<file path="config.mk">
export PLATFORM = sky130hd
export DESIGN_NAME = crystal_osc_and_sysclk_switch
export DESIGN_NICKNAME = d
export VERILOG_FILES = /design/src/hdl/clk_ctrl_pkg.sv /design/src/hdl/clk_glitchless_switch.sv /design/src/hdl/crystal_osc_and_sysclk_switch.sv
export SDC_FILE = /design/constraint.sdc
export NUM_CORES = 1
export LEC_CHECK = 0
export ABC_AREA = 1
export BUFFER_PORTS_ARGS = -buffer_cell sky130_fd_sc_hd__buf_2
export CAP_MARGIN = 15
export CORE_MARGIN = 2
export CORE_UTILIZATION = 52
export CTS_CLUSTER_SIZE = 40
export DETAILED_ROUTE_END_ITERATION = 8
export PLACE_DENSITY = 0.85
export SETUP_SLACK_MARGIN = 0.4
export SLEW_MARGIN = 20
export SYNTH_ARGS = -nofsm -noshare
export SYNTH_HDL_FRONTEND = slang
export SYNTH_SLANG_ARGS = --single-unit
export TNS_END_PERCENT = 30
</file>
<file path="constraint.sdc">
create_clock -name mclk_in -period 3.3 [get_ports mclk_in]
set_input_delay 0.33 -clock mclk_in [delete_from_list [all_inputs] [get_ports mclk_in]]
set_output_delay 0.33 -clock mclk_in [all_outputs]
set_load 0.005 [all_outputs]
</file>
<file path="src/hdl/clk_ctrl_pkg.sv">
// Constants, types and helpers shared by the clock control block
package clk_ctrl_pkg;

    // =========================================================
    // Register map (index kept; byte address is four times it)
    localparam logic [7:0] XTAL_IDX = 8'h0b;
    localparam logic [7:0] SEL_IDX = 8'h0c;
    localparam logic [7:0] STAT_IDX = 8'h0d;
    localparam logic [7:0] XTAL_ADDR = XTAL_IDX << 2;
    localparam logic [7:0] SEL_ADDR = SEL_IDX << 2;
    localparam logic [7:0] STAT_ADDR = STAT_IDX << 2;

    // =========================================================
    // Reset values
    localparam logic [7:0] XTAL_RST = 8'h00;
    localparam logic [7:0] SEL_RST = 8'h34;

    // =========================================================
    // Field positions
    localparam int XTAL_EN_BIT = 7;
    localparam int DRIVE_HI = 6;
    localparam int DRIVE_LO = 5;
    localparam int MODE_HI = 7;
    localparam int MODE_LO = 5;
    localparam int FAST_EN_BIT = 4;
    localparam int DIV_BIT = 3;
    localparam int SLOW_EN_BIT = 2;
    localparam int STAT_BUSY_BIT = 3;

    // =========================================================
    // Field encodings
    localparam logic [1:0] DRIVE_LOW = 2'h1;
    localparam logic [1:0] DRIVE_MID = 2'h2;
    localparam logic [1:0] DRIVE_HIGH = 2'h3;
    localparam logic [2:0] MODE_FAST_A = 3'h0;
    localparam logic [2:0] MODE_FAST_B = 3'h1;
    localparam logic [2:0] MODE_FAST_C = 3'h3;
    localparam logic [2:0] MODE_XTAL = 3'h5;
    localparam logic [2:0] MODE_SLOW = 3'h7;
    localparam logic [5:0] DIV_ONE = 6'h01;

    // =========================================================
    // Types
    typedef enum logic [2:0] {
        SRC_DIV2, SRC_DIV4, SRC_DIV8, SRC_DIV16, SRC_DIV32, SRC_DIV64, SRC_SLOW, SRC_XTAL
    } clk_src_t;

    typedef enum logic {SW_RUN, SW_WAIT_NEW} sw_state_t;

    typedef struct packed {
        logic psel;
        logic penable;
        logic pwrite;
        logic [7:0] paddr;
        logic [31:0] pwdata;
        logic [3:0] pstrb;
    } apb_req_t;

    typedef struct packed {
        logic [31:0] prdata;
        logic pready;
        logic pslverr;
    } apb_rsp_t;

    typedef struct packed {
        logic xtal_en;
        logic [1:0] xtal_drive;
        logic fast_en;
        logic slow_en;
    } osc_ctl_t;

    typedef struct packed {
        sw_state_t st;
        clk_src_t cur;
        logic clk;
    } sw_reg_t;

    typedef struct packed {
        logic [7:0] xtal_ctl;
        logic [7:0] sel;
        logic [31:0] prdata;
        logic xtal_s1;
        logic xtal_s2;
        logic fast_s1;
        logic fast_s2;
        logic fast_prev;
        logic slow_s1;
        logic slow_s2;
        logic [5:0] div_cnt;
    } ctl_reg_t;

    // =========================================================
    // Clock select value to source
    function automatic clk_src_t decode_sel(input logic [7:0] v);
        clk_src_t s;
        s = SRC_DIV64;
        unique case (v[MODE_HI:MODE_LO])
            MODE_FAST_A: s = v[DIV_BIT] ? SRC_DIV16 : SRC_DIV4;
            MODE_FAST_B: s = v[DIV_BIT] ? SRC_DIV8 : SRC_DIV2;
            MODE_FAST_C: s = v[DIV_BIT] ? SRC_DIV32 : SRC_DIV64;
            MODE_XTAL: s = SRC_XTAL;
            MODE_SLOW: s = SRC_SLOW;
            default: s = SRC_DIV64;
        endcase
        return s;
    endfunction

    // Present level of a source
    function automatic logic src_level(input clk_src_t s, input logic [5:0] cnt,
                                       input logic slow, input logic xtal);
        logic l;
        l = 1'b0;
        unique case (s)
            SRC_SLOW: l = slow;
            SRC_XTAL: l = xtal;
            default: l = cnt[s];
        endcase
        return l;
    endfunction

endpackage

</file>
<file path="src/hdl/clk_glitchless_switch.sv">
// Glitch-free switch between clock sources given as sampled levels
`timescale 1ns/1ps
module clk_glitchless_switch (
    input wire logic mclk_in,
    input wire logic rst_in,
    input wire logic ce_in,
    input clk_ctrl_pkg::clk_src_t req_src_in,
    input wire logic req_level_in,
    input wire logic cur_level_in,
    output clk_ctrl_pkg::clk_src_t cur_src_out,
    output logic clk_out,
    output logic busy_out
);

    clk_ctrl_pkg::sw_reg_t state_r;
    clk_ctrl_pkg::sw_reg_t state_nxt;

    // Leave old source only while low, join new source only while low
    always_comb begin
        state_nxt = state_r;
        unique case (state_r.st)
            clk_ctrl_pkg::SW_RUN: begin
                state_nxt.clk = cur_level_in;
                if (req_src_in != state_r.cur && !cur_level_in) begin
                    state_nxt.st = clk_ctrl_pkg::SW_WAIT_NEW;
                    state_nxt.clk = 1'b0;
                end
            end
            clk_ctrl_pkg::SW_WAIT_NEW: begin
                state_nxt.clk = 1'b0;
                if (!req_level_in) begin
                    state_nxt.cur = req_src_in;
                    state_nxt.st = clk_ctrl_pkg::SW_RUN;
                end
            end
        endcase
    end

    // State register
    always_ff @(posedge mclk_in) begin
        if (rst_in) begin
            state_r <= '{st: clk_ctrl_pkg::SW_RUN,
                         cur: clk_ctrl_pkg::decode_sel(clk_ctrl_pkg::SEL_RST),
                         clk: 1'b0};
        end else if (ce_in) begin
            state_r <= state_nxt;
        end
    end

    assign cur_src_out = state_r.cur;
    assign clk_out = state_r.clk;
    assign busy_out = (state_r.st == clk_ctrl_pkg::SW_WAIT_NEW) || (req_src_in != state_r.cur);

endmodule

</file>
<file path="src/hdl/crystal_osc_and_sysclk_switch.sv">
// Crystal oscillator control and system clock source selector
//
// Contract
// - Bit 7 of the crystal control register powers the crystal oscillator on or off.
// - Bits 6:5 of the crystal control register set drive, 01 low, 10 middle, 11 high.
// - Writing the clock select register changes the system clock at any time, at once; the code waits for the old, then the new source to be low.
// - Select value 0x34 gives fast RC/2, 0xF4 the slow RC and 0xB0 the crystal.
// - Changing between fast RC divider settings, e.g. 0x14, touches no oscillator enable.
// - Crystal, fast RC and slow RC have independent enables: bit 7, select bit 4, bit 2.
// - After reset both the fast RC and the slow RC are enabled.
`timescale 1ns/1ps
module crystal_osc_and_sysclk_switch (
    input wire logic mclk_in,
    input wire logic rst_in,
    input wire logic ce_in,
    input clk_ctrl_pkg::apb_req_t apb_in,
    output clk_ctrl_pkg::apb_rsp_t apb_out,
    input wire logic crystal_clk_in,
    input wire logic fast_rc_clk_in,
    input wire logic slow_rc_clk_in,
    output clk_ctrl_pkg::osc_ctl_t osc_ctl_out,
    output clk_ctrl_pkg::clk_src_t active_src_out,
    output logic sys_clk_out
);

    // All state and its next copy
    clk_ctrl_pkg::ctl_reg_t state_r;
    clk_ctrl_pkg::ctl_reg_t state_nxt;

    // Source selection and changeover
    clk_ctrl_pkg::clk_src_t req_src;
    clk_ctrl_pkg::clk_src_t cur_src;
    logic req_level;
    logic cur_level;
    logic sw_busy;

    // Bus decode
    logic setup;
    logic access;
    logic mapped;
    logic hit_xtal;
    logic hit_sel;
    logic hit_stat;
    logic wr_xtal;
    logic wr_sel;
    logic rd_load;
    logic [7:0] status_byte;
    logic [31:0] rd_word;

    // Register fields and divider edge
    logic xtal_en;
    logic [1:0] xtal_drive;
    logic fast_en;
    logic slow_en;
    logic fast_rise;

    // =========================================================
    // Helpers

    // Register byte carried in the low lane of a bus word
    function automatic logic [7:0] low_byte(input logic [31:0] w);
        return w[7:0];
    endfunction

    // Bus word read back: register byte low, zeros above
    function automatic logic [31:0] read_word(input logic [7:0] b);
        return {24'h000000, b};
    endfunction

    // Status byte: active source code and pending-switch flag
    function automatic logic [7:0] status_of(input clk_ctrl_pkg::clk_src_t s,
                                             input logic b);
        logic [7:0] v;
        v = '0;
        v[2:0] = s;
        v[clk_ctrl_pkg::STAT_BUSY_BIT] = b;
        return v;
    endfunction

    // =========================================================
    // Bus decode

    // Phase of the transfer on the bus
    assign setup = apb_in.psel && !apb_in.penable;
    assign access = apb_in.psel && apb_in.penable;

    // One hit per register; anything else is unmapped
    assign hit_xtal = (apb_in.paddr == clk_ctrl_pkg::XTAL_ADDR);
    assign hit_sel = (apb_in.paddr == clk_ctrl_pkg::SEL_ADDR);
    assign hit_stat = (apb_in.paddr == clk_ctrl_pkg::STAT_ADDR);
    assign mapped = hit_xtal || hit_sel || hit_stat;

    // Writes land at the end of the access phase; only byte lane 0 counts
    assign wr_xtal = access && apb_in.pwrite && apb_in.pstrb[0] && hit_xtal;
    assign wr_sel = access && apb_in.pwrite && apb_in.pstrb[0] && hit_sel;

    // Read data is captured at the setup edge, so it stands all through access
    assign rd_load = setup && !apb_in.pwrite;

    // Status seen by software while a changeover is pending
    assign status_byte = status_of(cur_src, sw_busy);

    // Read mux over the three registers
    always_comb begin
        rd_word = '0;
        if (hit_xtal) begin
            rd_word = read_word(state_r.xtal_ctl);
        end else if (hit_sel) begin
            rd_word = read_word(state_r.sel);
        end else if (hit_stat) begin
            rd_word = read_word(status_byte);
        end
    end

    // =========================================================
    // Register fields

    // Independent oscillator enables and crystal drive code
    assign xtal_en = state_r.xtal_ctl[clk_ctrl_pkg::XTAL_EN_BIT];
    assign xtal_drive = state_r.xtal_ctl[clk_ctrl_pkg::DRIVE_HI:clk_ctrl_pkg::DRIVE_LO];
    assign fast_en = state_r.sel[clk_ctrl_pkg::FAST_EN_BIT];
    assign slow_en = state_r.sel[clk_ctrl_pkg::SLOW_EN_BIT];

    // =========================================================
    // Next state: registers, synchronisers, fast RC divider

    // Rising edge of the synchronised fast RC level
    assign fast_rise = state_r.fast_s2 && !state_r.fast_prev;

    // Fill the next copy of all state
    always_comb begin
        state_nxt = state_r;
        // Read capture
        if (rd_load) begin
            state_nxt.prdata = rd_word;
        end
        // Crystal control: enable and drive code
        if (wr_xtal) begin
            state_nxt.xtal_ctl = low_byte(apb_in.pwdata);
        end
        // Clock select: source code and RC enables
        if (wr_sel) begin
            state_nxt.sel = low_byte(apb_in.pwdata);
        end
        // Two flops per oscillator pin before anything reads it
        state_nxt.xtal_s1 = crystal_clk_in;
        state_nxt.xtal_s2 = state_r.xtal_s1;
        state_nxt.fast_s1 = fast_rc_clk_in;
        state_nxt.fast_s2 = state_r.fast_s1;
        state_nxt.fast_prev = state_r.fast_s2;
        state_nxt.slow_s1 = slow_rc_clk_in;
        state_nxt.slow_s2 = state_r.slow_s1;
        // Free-running divider keeps every ratio phase-stable
        if (fast_rise) begin
            state_nxt.div_cnt = state_r.div_cnt + clk_ctrl_pkg::DIV_ONE;
        end
    end

    // State register; reset restores the boot values
    always_ff @(posedge mclk_in) begin
        if (rst_in) begin
            state_r <= '{xtal_ctl: clk_ctrl_pkg::XTAL_RST,
                         sel: clk_ctrl_pkg::SEL_RST,
                         prdata: '0,
                         xtal_s1: 1'b0,
                         xtal_s2: 1'b0,
                         fast_s1: 1'b0,
                         fast_s2: 1'b0,
                         fast_prev: 1'b0,
                         slow_s1: 1'b0,
                         slow_s2: 1'b0,
                         div_cnt: '0};
        end else if (ce_in) begin
            state_r <= state_nxt;
        end
    end

    // =========================================================
    // Source decode and levels

    // Source asked for by the select register
    assign req_src = clk_ctrl_pkg::decode_sel(state_r.sel);

    // Sampled level of the asked-for and of the running source
    assign req_level = clk_ctrl_pkg::src_level(req_src, state_r.div_cnt,
                                               state_r.slow_s2, state_r.xtal_s2);
    assign cur_level = clk_ctrl_pkg::src_level(cur_src, state_r.div_cnt,
                                               state_r.slow_s2, state_r.xtal_s2);

    // Glitch-free changeover
    clk_glitchless_switch u_switch (
        .mclk_in(mclk_in),
        .rst_in(rst_in),
        .ce_in(ce_in),
        .req_src_in(req_src),
        .req_level_in(req_level),
        .cur_level_in(cur_level),
        .cur_src_out(cur_src),
        .clk_out(sys_clk_out),
        .busy_out(sw_busy)
    );

    // =========================================================
    // Outputs

    // Oscillator enables and crystal drive straight from the registers
    assign osc_ctl_out.xtal_en = xtal_en;
    assign osc_ctl_out.xtal_drive = xtal_drive;
    assign osc_ctl_out.fast_en = fast_en;
    assign osc_ctl_out.slow_en = slow_en;

    // Source now driving the system clock
    assign active_src_out = cur_src;

    // Bus answer: zero wait states, error on an unmapped address
    assign apb_out.prdata = state_r.prdata;
    assign apb_out.pready = access;
    assign apb_out.pslverr = access && !mapped;

endmodule

</file>
==> results_dict.tcl <==
set metrics [dict create \
    status "finished, final reports clean" \
    start_kind "input port" \
    crit_fanout 10 \
    final_antenna_net_count 0 \
    synth-main-ff-cell "dfxtp_1" \
    layout_min_cycle_time_ps 1620 \
    dpl_cell_area_um2 2355 \
    first_pass_iters 4 \
    synth_area_um2 2333 \
    num_rows 24 \
    synth.avg_cell_area_um2 7.050 \
    num-fill-cells 410 \
    synthTopCellsByArea "dfxtp_1 (36%), buf_4 (14%), nand2_1 (7.9%)" \
    cts_tree "done" \
    drt_iter0_markers 109 \
    arrival_ps 1290 \
    numCtsBuffers 5 \
    gp_congestion 0.9609 \
    fmax_ghz 0.6173 \
    root_buffer "clkbuf_8" \
    synth_edf_count 0 \
    antenna_cells 0 \
    period_share_pct 49.09 \
    cts_setup_buffers 0 \
    final.setup_skew_ps 3.279 \
    seq_area_frac_synth_pct 36.03 \
    nets 410 \
    worstSkewPairLatency_ps 290 \
    hold_ws_ps 245.9 \
    cts-htree-levels 2 \
    hold_buffers 0 \
    port-buffer-count 44 \
    setup_viol 0 \
    p_leak_nw 1.152 \
    worst-endpoint-required_ps 2970 \
    irDropWorstVdd_mv 0.2359 \
    grt_max_degree 38 \
    drv_slew 0 \
    ys_warn_count 0 \
    wl_per_cell_um 11.57 \
    synth_compound_area_share_pct 15.39 \
    synth_area_leader_cell "dfxtp_1" \
    ff_latch_area_um2 840.8 \
    antenna_found_initial 0 \
    multiInputGateArea_um2 1085 \
    final_layout_size_suffix_gt1_share_pct 20.73 \
    cp-end-kind "output pin" \
    fin_tns_setup_ps 0 \
    ff2ff_path_depth 11 \
    cts_sinks 42 \
    remaining_drc_errors 0 \
    async_reset_ff_share_pct 0 \
    post-route-util_pct 56.66 \
    hold_class "in -> reg" \
    start_util_pct 53.96 \
    crit_type "in -> out" \
    coreArea_um2 4324 \
    yosys-mux-area-fraction_pct 0 \
    die_height_um 70.99 \
    dp_hpwl_um 3462 \
    synth_top_cell_area_share_pct 36.03 \
    ys_seq_elements 42 \
    overflow 0 \
    layout_common_cells "nand2_1 (49), nor2_1 (44), buf_2 (44), dfxtp_1 (42), o21ai_0 (35)" \
    wirelength_um 4732 \
    top_level_ports 96 \
    maxCapViolCount 0 \
    worstSetupStartpoint "apb_in[43]" \
    fin_cells 409 \
    grt_usage_pct 19.01 \
    r2r_start "state_r[50]" \
    min_from "apb_in[8]" \
    synth_adder_area_share_pct 0.5362 \
    final_common_cell "nand2_1" \
    syn_to_final_growth_pct 4.987 \
    fp.dieW_um 70.99 \
    vias 2072 \
    dieArea_um2 5040 \
    slew_headroom_pct 41.76 \
    yosys.cell_types.count 34 \
    first_global_vias 1780 \
    worstMarginPinSlew_ps 868.2 \
    via_per_inst 5.066 \
    placedCellCount 401 \
    synth_simple_gate_area_share_pct 26.70 \
    synth_xor_area_share_pct 0 \
    max-clock-path-buffers 2 \
    grt_pass1_wl_um 7810 \
    pwr_density_cell_nw_per_um2 384.4 \
    synthCells 331 \
    hold_viol 0 \
    rsz0062_at_grt "no" \
    final_area_um2 2450 \
    clk_pin_slew_ps 80 \
    cts_resized 0 \
    synth_top_family_by_area "simple AND/OR/NAND/NOR gates" \
    whs_path_depth 3 \
]
## metal layers
layer	share of wire, %	up-vias	routed length, um	track usage, %
met4	1.6	0	76	7.547
met5	0	-	0	0
met1	45	913	2136	26.11
met3	9.2	9	436	3.276
met2	44	96	2082	29.80
li1	-	1054	-	-
## through the flow
stage,power (mW),setup WS [ps]
floorplan,0.6028,1933
global placement,0.6047,1584
detailed placement,0.6068,1554
CTS,0.9514,1666
global route,0.9785,1576
finish,0.9418,1680
## critical path, cell delays in order
cell	delay (ps)
buf_2	90
or2_1	230
nor3_1	130
nand2_1	120
inv_2	190
nor4_1	70
buf_2	130
## logic make-up (layout without fill, tap and decap cells)
logic type | after synthesis | count (layout)
AOI/OAI and AO/OA | 66 | 66
DFF | 42 | 42
and+or+nand+nor | 134 | 134
adders and majority gates | 1 | 1
buffers and inverters | 87 | 90
other | 1 | 24
## final cells by class
cell class                 count  area share (%)
inverter                      38           5.873
tap                           52           2.656
multi-input combinational    225           44.28
clock buffer                   6           3.371
timing repair buffer          44           8.989
sequential                    42           34.32
clock inverter                 2          0.5107
## worst paths after layout
path,end,slack (ps)
worst max-delay path,apb_out[0],1680
worst min-delay path,osc_ctl_out[1],250
worst max register to register,u_switch.cur_src_out[1],1810
worst min register to register,state_r[8],470
## synth_stat cells (2+ instances only)
library cell,number
a21oi_1,19
nand2_4,2
inv_2,5
o21ai_1,2
o21ai_0,35
buf_4,42
dfxtp_1,42
nor3_1,4
nand3_2,2
clkbuf_1,5
nand2_1,49
nor2_1,44
a41oi_1,3
nand3_1,13
or2_1,2
o211ai_1,5
nand4_1,4
inv_1,31
nand2_2,7
## registers in the layout (all words and copies together) (netlist names)
| register | cells |
|---|---|
| state_nxt | 4 |
| u_switch.cur_src_out | 3 |
| apb_out | 8 |
| state_r | 20 |
| u_switch.clk_out | 1 |
| osc_ctl_out | 5 |
| u_switch.state_r | 1 |
## power by group
group          internal (mW)  switching [mW]  leakage (nW)  total [mW]
clock network          0.168           0.178        0.0472       0.346
logic                 0.0283          0.0460         0.764      0.0743
registers              0.517         0.00468         0.341       0.521
total                  0.713           0.229          1.15       0.942
Note: power is estimated with default switching activity, not from simulation.
